## config.mk

```make
export PLATFORM = sky130hd
export DESIGN_NAME = i2cm_master
export DESIGN_NICKNAME = d
export VERILOG_FILES = /design/src/rtl/i2cm_pkg.sv /design/src/rtl/i2cm_rate_div.sv /design/src/rtl/i2cm_irq.sv /design/src/rtl/i2cm_master.sv
export SDC_FILE = /design/constraint.sdc
export NUM_CORES = 1
export LEC_CHECK = 0
export ABC_AREA = 1
export BUFFER_PORTS_ARGS = -buffer_cell sky130_fd_sc_hd__clkbuf_2
export CORE_MARGIN = 3
export CORE_UTILIZATION = 48
export CTS_BUF_LIST = sky130_fd_sc_hd__clkbuf_4 sky130_fd_sc_hd__clkbuf_8 sky130_fd_sc_hd__clkbuf_16
export DETAILED_ROUTE_END_ITERATION = 10
export GPL_TIMING_DRIVEN = 0
export PLACE_DENSITY = 0.77
export SLEW_MARGIN = 5
export SYNTH_ARGS = -nofsm -noshare
export SYNTH_HDL_FRONTEND = slang
export SYNTH_HIERARCHICAL = 1
export SYNTH_SLANG_ARGS = --single-unit
```

## constraint.sdc

```tcl
create_clock -name clk -period 2.7 [get_ports clk]
set_clock_uncertainty 0.05 [all_clocks]
set_input_delay 0.405 -clock clk [delete_from_list [all_inputs] [get_ports clk]]
set_output_delay 0.405 -clock clk [all_outputs]
set_load 0.02 [all_outputs]
```

## src/rtl/i2cm_pkg.sv

```systemverilog
// i2cm_pkg: register indices, field layout, reset values and rate counts of the i2c master.
// assumes a word-addressed avalon-mm slave; byte address is four times the index.
`default_nettype none

package i2cm_pkg;
	// register indices
	localparam logic [7:0] CTRL_IDX = 8'hE1;
	localparam logic [7:0] DATA_IDX = 8'hE2;
	localparam logic [7:0] IRQ_STAT_IDX = 8'hF0;
	localparam logic [7:0] IRQ_EN_IDX = 8'hF1;
	localparam logic [7:0] IRQ_CLR_IDX = 8'hF2;
	// control register field positions
	localparam logic [2:0] EN_BIT = 3'h7;
	localparam logic [2:0] ACKO_BIT = 3'h6;
	localparam logic [2:0] FLAG_BIT = 3'h5;
	localparam logic [2:0] START_BIT = 3'h3;
	localparam logic [2:0] STOP_BIT = 3'h2;
	// reset values
	localparam logic [7:0] CTRL_RST = 8'h04;
	localparam logic [7:0] DATA_RST = 8'h00;
	// quarter scl period in clocks for each rate code
	localparam logic [6:0] QTR_R0 = 7'h01;
	localparam logic [6:0] QTR_R1 = 7'h04;
	localparam logic [6:0] QTR_R2 = 7'h10;
	localparam logic [6:0] QTR_R3 = 7'h40;
	// bit counter value of the acknowledge slot
	localparam logic [3:0] ACK_SLOT = 4'h8;
	// interrupt events
	localparam int EV_NUM = 3;
	// one-hot bus sequencer states
	typedef enum logic [4:0] {
		ST_IDLE = 5'h01,
		ST_START = 5'h02,
		ST_HOLD = 5'h04,
		ST_BIT = 5'h08,
		ST_STOP = 5'h10
	} i2cm_state_t;
endpackage

`default_nettype wire

```

## src/rtl/i2cm_rate_div.sv

```systemverilog
// i2cm_rate_div: quarter-period strobe for the scl generator.
// assumes run drops whenever the sequencer waits, so each phase starts fresh.
`default_nettype none

module i2cm_rate_div (
	// clock and reset
	input wire logic clk,
	input wire logic rst_n,
	// control
	input wire logic run,
	input wire logic [1:0] rate_sel,
	// one-cycle quarter strobe
	output logic tick
);
	logic [6:0] cnt_reg;
	logic [6:0] qtr;
	logic [6:0] gap_reg;
	logic [1:0] rate_seen_reg;
	logic seen_reg;

	// quarter length per rate code
	always_comb
	begin
		case (rate_sel)
			2'h0: qtr = i2cm_pkg::QTR_R0;
			2'h1: qtr = i2cm_pkg::QTR_R1;
			2'h2: qtr = i2cm_pkg::QTR_R2;
			default: qtr = i2cm_pkg::QTR_R3;
		endcase
	end

	// >= keeps a rate change mid-run from wrapping the counter
	assign tick = run && (cnt_reg >= qtr - 7'h01);

	// free count while running
	always_ff @(posedge clk)
	begin
		if (!rst_n || !run || tick)
			cnt_reg <= 7'h00;
		else
			cnt_reg <= cnt_reg + 7'h01;
	end

	// helper: clocks between strobes at a steady rate
	always_ff @(posedge clk)
	begin
		if (!rst_n || !run)
		begin
			gap_reg <= 7'h01;
			seen_reg <= 1'b0;
			rate_seen_reg <= 2'h0;
		end
		else if (tick)
		begin
			gap_reg <= 7'h01;
			seen_reg <= 1'b1;
			rate_seen_reg <= rate_sel;
		end
		else
			gap_reg <= gap_reg + 7'h01;
	end
endmodule

`default_nettype wire

```

## src/rtl/i2cm_irq.sv

```systemverilog
// i2cm_irq: sticky event status, enable mask and level interrupt.
// assumes events are one-cycle pulses; a set in the clearing cycle wins.
`default_nettype none

module i2cm_irq #(
	parameter int N = 3
) (
	// clock and reset
	input wire logic clk,
	input wire logic rst_n,
	// events and software access
	input wire logic [N-1:0] ev,
	input wire logic en_we,
	input wire logic clr_we,
	input wire logic [N-1:0] wdata,
	// state
	output logic [N-1:0] status,
	output logic [N-1:0] enable,
	output logic irq
);
	// enable mask
	always_ff @(posedge clk)
	begin
		if (!rst_n)
			enable <= '0;
		else if (en_we)
			enable <= wdata;
	end

	// one sticky bit per event
	for (genvar i = 0; i < N; i++)
	begin : g_stat
		always_ff @(posedge clk)
		begin
			if (!rst_n)
				status[i] <= 1'b0;
			else if (ev[i])
				status[i] <= 1'b1;
			else if (clr_we && wdata[i])
				status[i] <= 1'b0;
		end
	end

	assign irq = |(status & enable);
endmodule

`default_nettype wire

```

## src/rtl/i2cm_master.sv

```systemverilog
// i2cm_master: byte-oriented i2c bus master with avalon-mm register access.
// assumes bus inputs are synchronous to clk and external pull-ups on scl and sda.
//
// The implementer's own choice: the Avalon-MM register port.
`default_nettype none

module i2cm_master (
	// clock and reset
	input wire logic clk,
	input wire logic rst_n,
	// avalon-mm slave, word addressed
	input wire logic [7:0] avs_address,
	input wire logic avs_read,
	input wire logic avs_write,
	input wire logic [31:0] avs_writedata,
	input wire logic [3:0] avs_byteenable,
	output logic [31:0] avs_readdata,
	output logic avs_waitrequest,
	// open-drain i2c lines
	input wire logic scl_i,
	output logic scl_o,
	output logic scl_oe,
	input wire logic sda_i,
	output logic sda_o,
	output logic sda_oe,
	// interrupt
	output logic irq
);
	i2cm_pkg::i2cm_state_t state_reg;
	logic ack_reg;
	logic acc, wr, wr_ctrl, wr_data, rd_data;
	logic [31:0] readdata_reg;
	logic master_enable_reg;
	logic ack_out_select_reg;
	logic byte_done_flag_reg;
	logic ack_in_status_reg;
	logic start_request_reg;
	logic stop_request_reg;
	logic [1:0] scl_rate_select_reg;
	logic [7:0] shift_reg;
	logic tx_mode_reg, rx_ack_reg, samp_reg;
	logic [3:0] bit_cnt_reg;
	logic [1:0] phase_reg;
	logic scl_oe_reg, sda_oe_reg;
	logic tick, run;
	logic st_idle, st_start, st_hold, st_bit, st_stop;
	logic start_go, rstart_go, stop_go, tx_go, rx_go;
	logic start_done, done_ev, stop_ev, nack_ev;
	logic [i2cm_pkg::EV_NUM-1:0] irq_status, irq_enable;

	// state decode
	assign st_idle = state_reg == i2cm_pkg::ST_IDLE;
	assign st_start = state_reg == i2cm_pkg::ST_START;
	assign st_hold = state_reg == i2cm_pkg::ST_HOLD;
	assign st_bit = state_reg == i2cm_pkg::ST_BIT;
	assign st_stop = state_reg == i2cm_pkg::ST_STOP;

	// bus handshake: one wait state, so readdata is always from a flop
	assign avs_waitrequest = (avs_read || avs_write) && !ack_reg;
	assign acc = (avs_read || avs_write) && ack_reg;
	assign wr = acc && avs_write && avs_byteenable[0];
	assign wr_ctrl = wr && avs_address == i2cm_pkg::CTRL_IDX;
	assign wr_data = wr && avs_address == i2cm_pkg::DATA_IDX;
	assign rd_data = acc && avs_read && avs_address == i2cm_pkg::DATA_IDX;
	assign avs_readdata = readdata_reg;

	// sequencer launch conditions; a pending stop or start beats a data access
	assign start_go = st_idle && master_enable_reg && start_request_reg;
	assign stop_go = st_hold && stop_request_reg;
	assign rstart_go = st_hold && !stop_request_reg && start_request_reg;
	assign tx_go = st_hold && !stop_request_reg && !start_request_reg && wr_data;
	assign rx_go = st_hold && !stop_request_reg && !start_request_reg && rd_data;

	// sequence end events
	assign start_done = st_start && tick && phase_reg == 2'h3;
	assign done_ev = st_bit && tick && phase_reg == 2'h3 && bit_cnt_reg == i2cm_pkg::ACK_SLOT;
	assign stop_ev = st_stop && tick && phase_reg == 2'h3;
	assign nack_ev = done_ev && tx_mode_reg && samp_reg;

	// divider only runs while a bus phase is in progress
	assign run = master_enable_reg && (st_start || st_bit || st_stop);

	i2cm_rate_div u_div (
		.clk(clk),
		.rst_n(rst_n),
		.run(run),
		.rate_sel(scl_rate_select_reg),
		.tick(tick)
	);

	i2cm_irq #(
		.N(i2cm_pkg::EV_NUM)
	) u_irq (
		.clk(clk),
		.rst_n(rst_n),
		.ev({nack_ev, stop_ev, done_ev}),
		.en_we(wr && avs_address == i2cm_pkg::IRQ_EN_IDX),
		.clr_we(wr && avs_address == i2cm_pkg::IRQ_CLR_IDX),
		.wdata(avs_writedata[i2cm_pkg::EV_NUM-1:0]),
		.status(irq_status),
		.enable(irq_enable),
		.irq(irq)
	);

	// wait-state flop: accept on the cycle after the request appears
	always_ff @(posedge clk)
	begin
		if (!rst_n)
			ack_reg <= 1'b0;
		else
			ack_reg <= (avs_read || avs_write) && !ack_reg;
	end

	// read mux, captured in the wait cycle; unmapped reads give zero
	always_ff @(posedge clk)
	begin
		if (!rst_n)
			readdata_reg <= 32'h0;
		else if (avs_read && !ack_reg)
		begin
			case (avs_address)
				i2cm_pkg::CTRL_IDX: readdata_reg <= {24'h0, master_enable_reg, ack_out_select_reg,
					byte_done_flag_reg, ack_in_status_reg, start_request_reg, stop_request_reg,
					scl_rate_select_reg};
				i2cm_pkg::DATA_IDX: readdata_reg <= {24'h0, shift_reg};
				i2cm_pkg::IRQ_STAT_IDX: readdata_reg <= {29'h0, irq_status};
				i2cm_pkg::IRQ_EN_IDX: readdata_reg <= {29'h0, irq_enable};
				default: readdata_reg <= 32'h0;
			endcase
		end
	end

	// plain control fields
	always_ff @(posedge clk)
	begin
		if (!rst_n)
		begin
			master_enable_reg <= i2cm_pkg::CTRL_RST[i2cm_pkg::EN_BIT];
			ack_out_select_reg <= i2cm_pkg::CTRL_RST[i2cm_pkg::ACKO_BIT];
			scl_rate_select_reg <= i2cm_pkg::CTRL_RST[1:0];
		end
		else if (wr_ctrl)
		begin
			master_enable_reg <= avs_writedata[i2cm_pkg::EN_BIT];
			ack_out_select_reg <= avs_writedata[i2cm_pkg::ACKO_BIT];
			scl_rate_select_reg <= avs_writedata[1:0];
		end
	end

	// completion flag: hardware set wins over a software write of 0
	always_ff @(posedge clk)
	begin
		if (!rst_n)
			byte_done_flag_reg <= i2cm_pkg::CTRL_RST[i2cm_pkg::FLAG_BIT];
		else if (done_ev)
			byte_done_flag_reg <= 1'b1;
		else if (wr_ctrl && !avs_writedata[i2cm_pkg::FLAG_BIT])
			byte_done_flag_reg <= 1'b0;
	end

	// acknowledge seen from the slave, only updated on transmitted bytes
	always_ff @(posedge clk)
	begin
		if (!rst_n)
			ack_in_status_reg <= 1'b0;
		else if (done_ev && tx_mode_reg)
			ack_in_status_reg <= samp_reg;
	end

	// start and stop requests: software sets, finished START clears both
	always_ff @(posedge clk)
	begin
		if (!rst_n)
		begin
			start_request_reg <= i2cm_pkg::CTRL_RST[i2cm_pkg::START_BIT];
			stop_request_reg <= i2cm_pkg::CTRL_RST[i2cm_pkg::STOP_BIT];
		end
		else
		begin
			if (wr_ctrl && avs_writedata[i2cm_pkg::START_BIT])
				start_request_reg <= 1'b1;
			else if (start_done)
				start_request_reg <= 1'b0;
			if (wr_ctrl && avs_writedata[i2cm_pkg::STOP_BIT])
				stop_request_reg <= 1'b1;
			else if (start_done)
				stop_request_reg <= 1'b0;
		end
	end

	// sequencer; disabling drops straight to idle
	always_ff @(posedge clk)
	begin
		if (!rst_n)
			state_reg <= i2cm_pkg::ST_IDLE;
		else if (!master_enable_reg)
			state_reg <= i2cm_pkg::ST_IDLE;
		else
		begin
			case (state_reg)
				i2cm_pkg::ST_IDLE:
					if (start_go)
						state_reg <= i2cm_pkg::ST_START;
				i2cm_pkg::ST_START:
					if (start_done)
						state_reg <= i2cm_pkg::ST_HOLD;
				i2cm_pkg::ST_HOLD:
					if (stop_go)
						state_reg <= i2cm_pkg::ST_STOP;
					else if (rstart_go)
						state_reg <= i2cm_pkg::ST_START;
					else if (tx_go || rx_go)
						state_reg <= i2cm_pkg::ST_BIT;
				i2cm_pkg::ST_BIT:
					if (done_ev)
						state_reg <= i2cm_pkg::ST_HOLD;
				i2cm_pkg::ST_STOP:
					if (stop_ev)
						state_reg <= i2cm_pkg::ST_IDLE;
				default:
					state_reg <= i2cm_pkg::ST_IDLE;
			endcase
		end
	end

	// quarter phase; every sequence ends on phase 3 so it wraps back to 0
	always_ff @(posedge clk)
	begin
		if (!rst_n || !master_enable_reg)
			phase_reg <= 2'h0;
		else if (tick)
			phase_reg <= phase_reg + 2'h1;
	end

	// direction and ack choice, frozen for the whole byte
	always_ff @(posedge clk)
	begin
		if (!rst_n)
		begin
			tx_mode_reg <= 1'b0;
			rx_ack_reg <= 1'b0;
		end
		else if (tx_go)
			tx_mode_reg <= 1'b1;
		else if (rx_go)
		begin
			tx_mode_reg <= 1'b0;
			rx_ack_reg <= ack_out_select_reg;
		end
	end

	// bit counter: 0..7 data, 8 is the ack slot
	always_ff @(posedge clk)
	begin
		if (!rst_n || tx_go || rx_go || !master_enable_reg)
			bit_cnt_reg <= 4'h0;
		else if (st_bit && tick && phase_reg == 2'h3)
			bit_cnt_reg <= done_ev ? 4'h0 : bit_cnt_reg + 4'h1;
	end

	// sda sampled mid-high of scl
	always_ff @(posedge clk)
	begin
		if (!rst_n)
			samp_reg <= 1'b1;
		else if (st_bit && tick && phase_reg == 2'h2)
			samp_reg <= sda_i;
	end

	// shift register: writes outside a byte load it, msb leaves first;
	// writes mid-byte are dropped so the byte on the wire stays intact
	always_ff @(posedge clk)
	begin
		if (!rst_n)
			shift_reg <= i2cm_pkg::DATA_RST;
		else if (wr_data && !st_bit)
			shift_reg <= avs_writedata[7:0];
		else if (st_bit && tick && phase_reg == 2'h3 && bit_cnt_reg != i2cm_pkg::ACK_SLOT)
			shift_reg <= {shift_reg[6:0], samp_reg};
	end

	// line drivers: oe high pulls the line low, released otherwise
	always_ff @(posedge clk)
	begin
		if (!rst_n || !master_enable_reg)
		begin
			scl_oe_reg <= 1'b0;
			sda_oe_reg <= 1'b0;
		end
		else if (tick)
		begin
			case (state_reg)
				i2cm_pkg::ST_START:
					case (phase_reg)
						2'h0: sda_oe_reg <= 1'b0;
						2'h1: scl_oe_reg <= 1'b0;
						2'h2: sda_oe_reg <= 1'b1;
						default: scl_oe_reg <= 1'b1;
					endcase
				i2cm_pkg::ST_BIT:
					case (phase_reg)
						2'h0:
							if (bit_cnt_reg == i2cm_pkg::ACK_SLOT)
								sda_oe_reg <= !tx_mode_reg && !rx_ack_reg;
							else
								sda_oe_reg <= tx_mode_reg && !shift_reg[7];
						2'h1, 2'h2: scl_oe_reg <= 1'b0;
						default: scl_oe_reg <= 1'b1;
					endcase
				i2cm_pkg::ST_STOP:
					case (phase_reg)
						2'h0: sda_oe_reg <= 1'b1;
						2'h1: scl_oe_reg <= 1'b0;
						default: sda_oe_reg <= 1'b0;
					endcase
				default:
					scl_oe_reg <= scl_oe_reg;
			endcase
		end
	end

	// open drain: only ever drive low
	assign scl_o = 1'b0;
	assign sda_o = 1'b0;
	assign scl_oe = scl_oe_reg;
	assign sda_oe = sda_oe_reg;
endmodule

`default_nettype wire

```

==> flow_metrics.tcl, run 1 <==
set metrics [dict create \
    cellLeakagePower_nw 1.70 \
    die_width_um 88.4 \
    die_height_um 88.4 \
    sort_of_element_at_the_end_of_the_critical_path "flip-flop" \
    setup_total_negative_slack_ps 0 \
    design.core.area_sq_mm 0.00646 \
    grt_remaining_overflow 0 \
    max-vdd-ir-drop_mv 0.283 \
    synthAdderAreaFrac_pct 4.99 \
    route.final.wire_length_um 7530 \
    post_drt_wl_per_cell_um 11.8 \
    clock.fmax_mhz 398 \
    grt_max_degree 18 \
    clock-sinks 54 \
    rr_startpoint "state_reg[1]$_SDFFE_PN0P_" \
    ios 88 \
    first_global_vias 2830 \
    syn-mean-instance-area_sq_um 6.68 \
    worst-slew-pin-transition_ps 520 \
    design.final.nets 622 \
    cts.hold.buffers_added 0 \
    part_of_the_yosys_area_used_for_sequential_elements_pct 33.1 \
    critical_path.max_fanout 8 \
    power.density_mw_per_mm2 363 \
    hold_viol 0 \
    routed.top_layer "met4" \
    worst_path_max_delay_cell "dfxtp_1" \
    critPathArrivalTime_ps 2660 \
    synth_top_family_by_area "simple AND/OR/NAND/NOR gates" \
    worst_path_class_setup "flip-flop to flip-flop" \
    post_synth_inst_count 488 \
    setup.worst_path.start_class "flip-flop" \
    fill_cell_count 623 \
    synth-edff-count 0 \
    ys_types 33 \
    starting_density_pct 50.5 \
    grt.total_usage_pct 20.1 \
    post-layout-total-power_mw 1.38 \
    timing.hold.worst_path_depth 3 \
    ctsHtreeMaxLevel 2 \
    final_period_minus_worst_setup_slack_ps 2510 \
    hp-class "primary input to flip-flop" \
    hold_slack_ps 304 \
    port_buffers 33 \
    slew_violations 0 \
    worstSkewPairLatency_ps 310 \
    route.antenna.remaining_nets 0 \
    worstPathCellList "nor2_4, nand4_1, nand3_1, nand2_1, inv_1, a21boi_4, nand2_4, inv_2, nand2_4, nor2_4, inv_2, nand2_4, nor2_1, nor2_1, nor2_1" \
    path_clk_slew_ps 100 \
    postSynth.asyncResetShare_pct 0 \
    ys.flop_type "dfxtp_1" \
    clockBufferDepth 2 \
    min_period_over_period_pct 93.0 \
    final_core_utilization_pct 58.8 \
    diodes 0 \
    place.detailed.hpwl_um 5830 \
    critical_path_required_ps 2840 \
    number_of_antenna_violations_at_the_first_check_in_global_routing 0 \
    area_growth_pct 16.4 \
    setup-violations-final 0 \
    vias_per_cell 4.95 \
    synth_xor_area_share_pct 1.61 \
    run_status "completed" \
    post_route_cells_drive_above_1_share_pct 20.7 \
    detailedRoute.firstPassIterationCount 5 \
    holdCritStartpoint "avs_writedata[3]" \
    placement_row_count 29 \
    cts_buffers 5 \
    first_drt_iteration_drcs 194 \
    wl_met2_um 3580 \
    rr_worst_depth 15 \
    grt_pass1_wl_um 12500 \
    synth_mux_area_share_pct 0 \
    clock_tree_from_tritoncts "yes" \
    yosysWarningCount 6 \
    slew_headroom_pct 65.3 \
    maxCapViolations 0 \
    synth_simple_gate_area_share_pct 36.2 \
    place.gp.congestion 0.915 \
    drc 0 \
    netlist_area_pre_place_sq_mm 0.00326 \
    worst_r2r_endpoint "shift_reg[7]$_SDFFE_PN0P_" \
    wl_met3_um 405 \
    clk_root_buffer_cell "clkbuf_8" \
    synth_compound_area_share_pct 10.4 \
    timing.reg2reg.setup_slack_ps 190 \
    routed-via-count 3156 \
    die-area_sq_mm 0.00782 \
    synth.ff_latch_count 54 \
    cp_slowest_stage_delay_ps 370 \
    hold_end "start_request_reg$_SDFFE_PN0P_" \
    detail_route.wirelength.met1_um 3410 \
]
per-layer routing:
metal,vias to the layer above,global-route usage (%)
met2,99,33.9
met5,-,0
met4,0,7.42
met3,17,3.07
met1,1403,25.9
li1,1637,-
critical path, delay by kind of cell, from the launching register on:
family                 cells  cell delay (ps)
buffers and inverters      3              280
DFF                        1              370
and+or+nand+nor           11             1430
AOI/OAI and AO/OA          1              270
synth_stat cells, types with 2 or more instances:
library cell / number / area, sq um
inv_1: 56 / 210
nand2_2: 3 / 18.8
o21ai_0: 19 / 95.1
buf_4: 26 / 195
nor2_1: 66 / 248
inv_2: 4 / 15.0
and3_1: 2 / 12.5
o22ai_1: 3 / 18.8
nand2_1: 115 / 432
nand4_1: 10 / 62.6
xnor2_1: 3 / 26.3
xor2_1: 3 / 26.3
conb_1: 2 / 7.51
nand3_1: 31 / 155
nand3_2: 4 / 40.0
dfxtp_1: 54 / 1080
a21oi_1: 30 / 150
ha_1: 13 / 163
nand2_4: 2 / 22.5
nor3_1: 3 / 15.0
clkbuf_1: 2 / 7.51
o21ai_1: 9 / 45.0
nor2_2: 14 / 87.6
nor2_4: 5 / 56.3
layout make-up:
| class | instances | area [sq um] | share of cell area, % |
|---|---|---|---|
| tap | 77 | 96.3 | 2.54 |
| clock buffer | 5 | 68.8 | 1.81 |
| timing repair buffer | 39 | 210 | 5.54 |
| sequential | 54 | 1090 | 28.7 |
| clock inverter | 3 | 21.3 | 0.560 |
| inverter | 61 | 229 | 6.03 |
| buffer | 29 | 208 | 5.47 |
| multi-input combinational | 369 | 1870 | 49.4 |
repair_timing:
action,in CTS,in global routing
buffers inserted,0,6
pin swaps,0,2
setup endpoints to repair,20,15
gates resized for setup,6,7
kinds of logic (layout without fill, tap and decap cells):
logic type,Yosys count,in the layout
XOR/XNOR,6,6
flip-flops,54,54
AO/OA/AOI/OAI,65,65
other,2,27
AND/OR/NAND/NOR,258,258
adder cells (fa/ha/maj),13,13
buffers and inverters,90,137
cell usage in the layout, fill, tap and decap left out, drive strengths merged:
master    instances
ha               13
clkbuf           40
nand3b            1
nand2           120
nand3            36
o21bai            1
o21ai            28
nor2             85
clkinv            3
dfxtp            54
and3              2
o22ai             3
o21a              1
nand4            10
nor3              3
buf              33
inv              60
conb             27
a31o              1
a21oi            30
or2               1
clkinvlp          1
xor2              3
xnor2             3
a21boi            1
metrics by stage:
stage | setup WS [ps] | std cells | area [sq um]
after floorplan | 168 | 513 | 3360
after global placement | -293 | 623 | 3620
after detailed placement | -338 | 623 | 3620
after CTS | 66.8 | 631 | 3720
after global routing | -20.4 | 637 | 3800
final | 188 | 637 | 3800
report_power, final:
group	switching, mW	internal, mW
clock	0.272	0.183
combinational	0.0796	0.0459
sequential	0.00128	0.795
total	0.353	1.02
worst max path at each step:
stage / cells after the start / slack (ps) / startpoint / to
global placement: 17 / -290 / scl_rate_select_reg[1]$_SDFFE_PN0P_ / shift_reg[6]$_SDFFE_PN0P_
floorplan: 17 / 170 / scl_rate_select_reg[1]$_SDFFE_PN0P_ / shift_reg[3]$_SDFFE_PN0P_
global route: 17 / -20 / scl_rate_select_reg[1]$_SDFFE_PN0P_ / shift_reg[4]$_SDFFE_PN0P_
CTS: 17 / 70 / scl_rate_select_reg[1]$_SDFFE_PN0P_ / shift_reg[6]$_SDFFE_PN0P_
finish: 15 / 190 / state_reg[1]$_SDFFE_PN0P_ / shift_reg[7]$_SDFFE_PN0P_
detailed placement: 17 / -340 / scl_rate_select_reg[1]$_SDFFE_PN0P_ / shift_reg[6]$_SDFFE_PN0P_
Note: power is estimated with default switching activity, not from simulation.
==> inputs of run 2 (changes only) <==
--- a/config.mk
+++ b/config.mk
@@ -12,7 +12,7 @@
 export CTS_BUF_LIST = sky130_fd_sc_hd__clkbuf_4 sky130_fd_sc_hd__clkbuf_8 sky130_fd_sc_hd__clkbuf_16
 export DETAILED_ROUTE_END_ITERATION = 10
 export GPL_TIMING_DRIVEN = 0
-export PLACE_DENSITY = 0.77
+export PLACE_DENSITY = 0.87
 export SLEW_MARGIN = 5
 export SYNTH_ARGS = -nofsm -noshare
 export SYNTH_HDL_FRONTEND = slang
==> run 2 against run 1 <==
Critical path depth up 2. Clock power up 6.2%. Count of clock-buffer cells in the layout up 2. Total power up 2.0%. Final area down 0.79%. First-iteration DRC count up 31%. Core utilization down 0.46 points. Non-clock buffer count down 4. Flip-flop and latch count unchanged. Hold slack better by 18 ps. Die area unchanged. Largest power group unchanged.
==> flow_metrics.tcl, run 2 (synthesis gave the netlist of run 1 again) <==
set metrics [dict create \
    slew_violations 0 \
    timing.reg2reg.setup_slack_ps 150 \
    die-area_sq_mm 0.00782 \
    rr_worst_depth 17 \
    clock-sinks 54 \
    cts.hold.buffers_added 0 \
    clk_root_buffer_cell "clkbuf_8" \
    route.antenna.remaining_nets 0 \
    run_status "completed" \
    post_drt_wl_per_cell_um 12.0 \
    cts_buffers 5 \
    timing.hold.worst_path_depth 3 \
    starting_density_pct 50.5 \
    critPathArrivalTime_ps 2690 \
    diodes 0 \
    path_clk_slew_ps 100 \
    routed-via-count 3225 \
    hp-class "primary input to flip-flop" \
    sort_of_element_at_the_end_of_the_critical_path "flip-flop" \
    first_drt_iteration_drcs 255 \
    post_route_cells_drive_above_1_share_pct 20.1 \
    vias_per_cell 5.09 \
    place.detailed.hpwl_um 5940 \
    worst_r2r_endpoint "shift_reg[6]$_SDFFE_PN0P_" \
    rr_startpoint "scl_rate_select_reg[1]$_SDFFE_PN0P_" \
    critical_path.max_fanout 8 \
    grt_pass1_wl_um 12300 \
    detailedRoute.firstPassIterationCount 5 \
    placement_row_count 29 \
    area_growth_pct 15.5 \
    design.final.nets 618 \
    drc 0 \
    cellLeakagePower_nw 1.69 \
    setup_total_negative_slack_ps 0 \
    setup-violations-final 0 \
    dpl_cell_area_sq_mm 0.00362 \
    grt_max_degree 16 \
    worst_setup_path_endpoint "shift_reg[6]$_SDFFE_PN0P_" \
    final_period_minus_worst_setup_slack_ps 2550 \
    final_core_utilization_pct 58.3 \
    cp-startpoint "scl_rate_select_reg[1]$_SDFFE_PN0P_" \
    die_height_um 88.4 \
    max-vdd-ir-drop_mv 0.201 \
    clock.fmax_mhz 392 \
    hold_viol 0 \
    worst_path_class_setup "flip-flop to flip-flop" \
    finalInstanceArea_sq_mm 0.00377 \
    first_global_vias 2838 \
    grt_remaining_overflow 0 \
    route.final.wire_length_um 7580 \
    layout_common_cells "nand2_1 (114), nor2_1 (65), inv_1 (55)" \
    critical_path_required_ps 2840 \
    clockBufferDepth 2 \
    min_period_over_period_pct 94.6 \
    number_of_antenna_violations_at_the_first_check_in_global_routing 0 \
    power.density_mw_per_mm2 373 \
    ios 88 \
    design.core.area_sq_mm 0.00646 \
    worstSkewPairLatency_ps 310 \
    port_buffers 33 \
    clock_tree_from_tritoncts "yes" \
    maxCapViolations 0 \
    die_width_um 88.4 \
    grt.total_usage_pct 19.5 \
    place.gp.congestion 0.910 \
    most_common_cell_after_layout_fill_and_taps_aside "nand2_1" \
    ctsHtreeMaxLevel 2 \
    setup.worst_path.start_class "flip-flop" \
]
[run 2: worst min path at each step]
stage	end	startpoint	slack, ps
floorplan	u_div/cnt_reg[0]$_SDFF_PP0_	u_div/cnt_reg[0]$_SDFF_PP0_	390
global placement	ack_in_status_reg$_SDFFE_PN0N_	ack_in_status_reg$_SDFFE_PN0N_	400
detailed placement	ack_in_status_reg$_SDFFE_PN0N_	ack_in_status_reg$_SDFFE_PN0N_	410
CTS	start_request_reg$_SDFFE_PN0P_	avs_writedata[3]	310
global route	start_request_reg$_SDFFE_PN0P_	avs_writedata[3]	320
finish	samp_reg$_SDFFE_PN1P_	sda_i	320
[run 2: per-stage QoR]
stage | hold WS (ps) | cells | worst slack [ps] | power (mW)
6_report | 322 | 633 | 147 | 1.40
5_1_grt | 317 | 633 | -12.4 | 1.45
4_1_cts | 311 | 631 | 6.31 | 1.41
3_5_place_dp | 406 | 623 | -377 | 0.939
3_3_place_gp | 399 | 623 | -283 | 0.937
2_1_floorplan | 389 | 513 | 168 | 0.906
[run 2: critical path, cell delays in order, from the launching register on]
cell and delay (ps):
dfxtp_4 400, nand2_1 60, ha_1 310, nand2_1 70, nor2_2 140, nand2_1 80, nor2_2 160, nor2_4 60
a21boi_4 230, nand2_4 110, inv_2 100, nand2_4 80, nor2_4 130, inv_2 100, nand2_4 120, nor2_1 50
nor2_1 110, nor2_1 50
[run 2: report_power, final]
group	internal [mW]	switching (mW)
Sequential	0.795	0.00126
Combinational	0.0456	0.0799
Clock	0.218	0.265
Total	1.06	0.346
[run 2: layout make-up]
| type | count | area (sq um) |
|---|---|---|
| multi-input combinational | 369 | 1870 |
| clock buffer | 7 | 90.1 |
| clock inverter | 1 | 5.00 |
| tap | 77 | 96.3 |
| sequential | 54 | 1090 |
| inverter | 61 | 229 |
| buffer | 29 | 208 |
| fill | 605 | 2690 |
| timing repair buffer | 35 | 180 |
[run 2: repair_timing]
action / CTS / global route
buffers inserted: 0 / 2
pin swaps: 0 / 2
endpoints found under the setup margin: 20 / 15
gates resized for setup: 5 / 7
hold endpoints to repair: 0 / 0
cloned: 0 / 0
[run 2: metal layers]
metal	track usage, %	up-vias	part of all wire, %
met4	5.91	0	1.2
met5	0	-	0
met2	34.1	147	48
met1	24.5	1431	43
li1	-	1637	-
met3	3.35	10	8.0
==> inputs of run 3 (changes only) <==
--- a/config.mk
+++ b/config.mk
@@ -13,6 +13,7 @@
 export DETAILED_ROUTE_END_ITERATION = 10
 export GPL_TIMING_DRIVEN = 0
 export PLACE_DENSITY = 0.87
+export RECOVER_POWER = 100
 export SLEW_MARGIN = 5
 export SYNTH_ARGS = -nofsm -noshare
 export SYNTH_HDL_FRONTEND = slang
==> run 3 against run 2 <==
Total power shrank 0.17%. Sequential power about the same. Critical path depth unchanged. Die area did not move. First-iteration DRC count grew 5.9%. Global-route usage unchanged. Largest cell class unchanged. Largest power group unchanged. Register-to-register slack better by 40 ps. Clock power barely moved. Non-clock buffer count stayed put. Fmax grew 1.4%. Sequential share of layout area increased by 0.32 points. Core utilization shrank 0.64 points.
==> flow_metrics.tcl, run 3 (synthesis gave the netlist of run 1 again) <==
set metrics [dict create \
    run_status "completed" \
    layoutNonFillerInstCount 633 \
    worstPathCellList "nand2_1, ha_1, nand2_1, nor2_2, nand2_1, nor2_2, nor2_1, a21boi_4, nand2_4, inv_2, nand2_4, nor2_4, inv_2, nand2_4, nor2_1, nor2_1, nor2_1" \
    setup-violations-final 0 \
    slew_violations 0 \
    hp-class "primary input to flip-flop" \
    routed.top_layer "met4" \
    hold_viol 0 \
    diodes 0 \
    crit_path_frequent_cell "nor2_1" \
    wl_met3_um 616 \
    worstSkewPairLatency_ps 310 \
    drc 0 \
    route.antenna.remaining_nets 0 \
    detail_route.wirelength.met1_um 3220 \
    wl_met2_um 3690 \
    grt_max_degree 16 \
    critPathArrivalTime_ps 2660 \
    grt_pass1_wl_um 12300 \
    path_buf_inv 2 \
    vias_per_cell 5.04 \
    area_growth_pct 14.2 \
    maxCapViolations 0 \
    first_global_vias 2838 \
    grt_remaining_overflow 0 \
    clk_root_buffer_cell "clkbuf_8" \
    post_drt_wl_per_cell_um 12.0 \
    starting_density_pct 50.5 \
    design.final.nets 618 \
    layout_common_cells "nand2_1 (114), nor2_1 (67), inv_1 (55)" \
    die_width_um 88.4 \
    die-area_sq_mm 0.00782 \
    power.density_mw_per_mm2 376 \
    first_drt_iteration_drcs 270 \
    post_route_cells_drive_above_1_share_pct 16.9 \
    pre_cts_ws_ps -377 \
    critical_path_required_ps 2840 \
    worst_path_max_delay_cell "dfxtp_4" \
    design.core.area_sq_mm 0.00646 \
    cp-startpoint "scl_rate_select_reg[1]$_SDFFE_PN0P_" \
    ios 88 \
    sort_of_element_at_the_end_of_the_critical_path "flip-flop" \
    route.final.wire_length_um 7600 \
    most_common_cell_after_layout_fill_and_taps_aside "nand2_1" \
    worst-slew-pin-transition_ps 576 \
    setup.worst_path.start_class "flip-flop" \
    place.detailed.hpwl_um 5940 \
    placement_row_count 29 \
    critical_path.max_fanout 8 \
    detailedRoute.firstPassIterationCount 6 \
    worst_path_dominant_cell_family "simple AND/OR/NAND/NOR gates" \
    holdCritStartpoint "sda_i" \
    final_core_utilization_pct 57.7 \
    path_clk_slew_ps 100 \
    final_period_minus_worst_setup_slack_ps 2520 \
    cp_slowest_stage_delay_ps 400 \
    slew_headroom_pct 61.6 \
    clock_tree_from_tritoncts "yes" \
    ctsHtreeMaxLevel 2 \
    cellLeakagePower_nw 1.64 \
    port_buffers 33 \
    routed-via-count 3190 \
    grt.total_usage_pct 19.5 \
    fill_cell_count 616 \
    max-vdd-ir-drop_mv 0.200 \
    postLayoutSetupSlackWorst_ps 183 \
    clock-sinks 54 \
    clock.fmax_mhz 397 \
    number_of_antenna_violations_at_the_first_check_in_global_routing 0 \
    clockBufferDepth 2 \
    cts_buffers 5 \
    die_height_um 88.4 \
    place.gp.congestion 0.910 \
    cts.hold.buffers_added 0 \
    rr_startpoint "scl_rate_select_reg[1]$_SDFFE_PN0P_" \
    dp_cells 623 \
    min_period_over_period_pct 93.2 \
    unrepaired_setup_endpoints_after_global_routing "false" \
    worst_path_class_setup "flip-flop to flip-flop" \
]
run 3: where the power goes:
| part | leakage, nW | switching (mW) | total, mW | internal [mW] |
|---|---|---|---|---|
| combinational | 1.15 | 0.0789 | 0.123 | 0.0443 |
| sequential | 0.437 | 0.00126 | 0.796 | 0.795 |
| clock | 0.0517 | 0.265 | 0.483 | 0.218 |
run 3: repair_timing:
item / in CTS / in global routing
setup buffers: 0 / 2
gates resized for setup: 5 / 7
hold endpoints to repair: 0 / 0
setup endpoints to repair: 20 / 15
pin swaps: 0 / 2
run 3: worst min-delay path, cell delays in order:
cell and delay [ps]:
clkbuf_2 80, nand4_1 80, nand3_1 80
run 3: metal layers:
layer	vias to the layer above	GRT usage (%)
met1	1409	24.5
met5	-	0
met4	0	5.91
li1	1633	-
met3	8	3.35
met2	140	34.1
run 3: final timing paths:
kind | end | slack [ps] | cells after the start
max | shift_reg[6]$_SDFFE_PN0P_ | 180 | 17
min reg2reg | ack_in_status_reg$_SDFFE_PN0N_ | 420 | 2
max reg2reg | shift_reg[6]$_SDFFE_PN0P_ | 180 | 17
min | samp_reg$_SDFFE_PN1P_ | 320 | 3
run 3: layout make-up:
| class | count | area (sq um) | area share (%) |
|---|---|---|---|
| Timing Repair Buffer | 35 | 163 | 4.37 |
| Multi-Input combinational cell | 369 | 1850 | 49.6 |
| Inverter | 61 | 229 | 6.15 |
| Sequential cell | 54 | 1090 | 29.2 |
| Tap cell | 77 | 96.3 | 2.59 |
| Clock inverter | 1 | 5.00 | 0.134 |
| Clock buffer | 7 | 90.1 | 2.42 |
| Buffer | 29 | 206 | 5.54 |
run 3: through the flow:
stage | total power [mW] | setup TNS (ps) | area [sq um] | hold slack, ps
floorplan | 0.906 | 0 | 3360 | 389
global placement | 0.937 | -3440 | 3620 | 399
detailed placement | 0.939 | -5160 | 3620 | 406
CTS | 1.41 | 0 | 3730 | 311
global route | 1.45 | 0 | 3720 | 316
finish | 1.40 | 0 | 3720 | 320
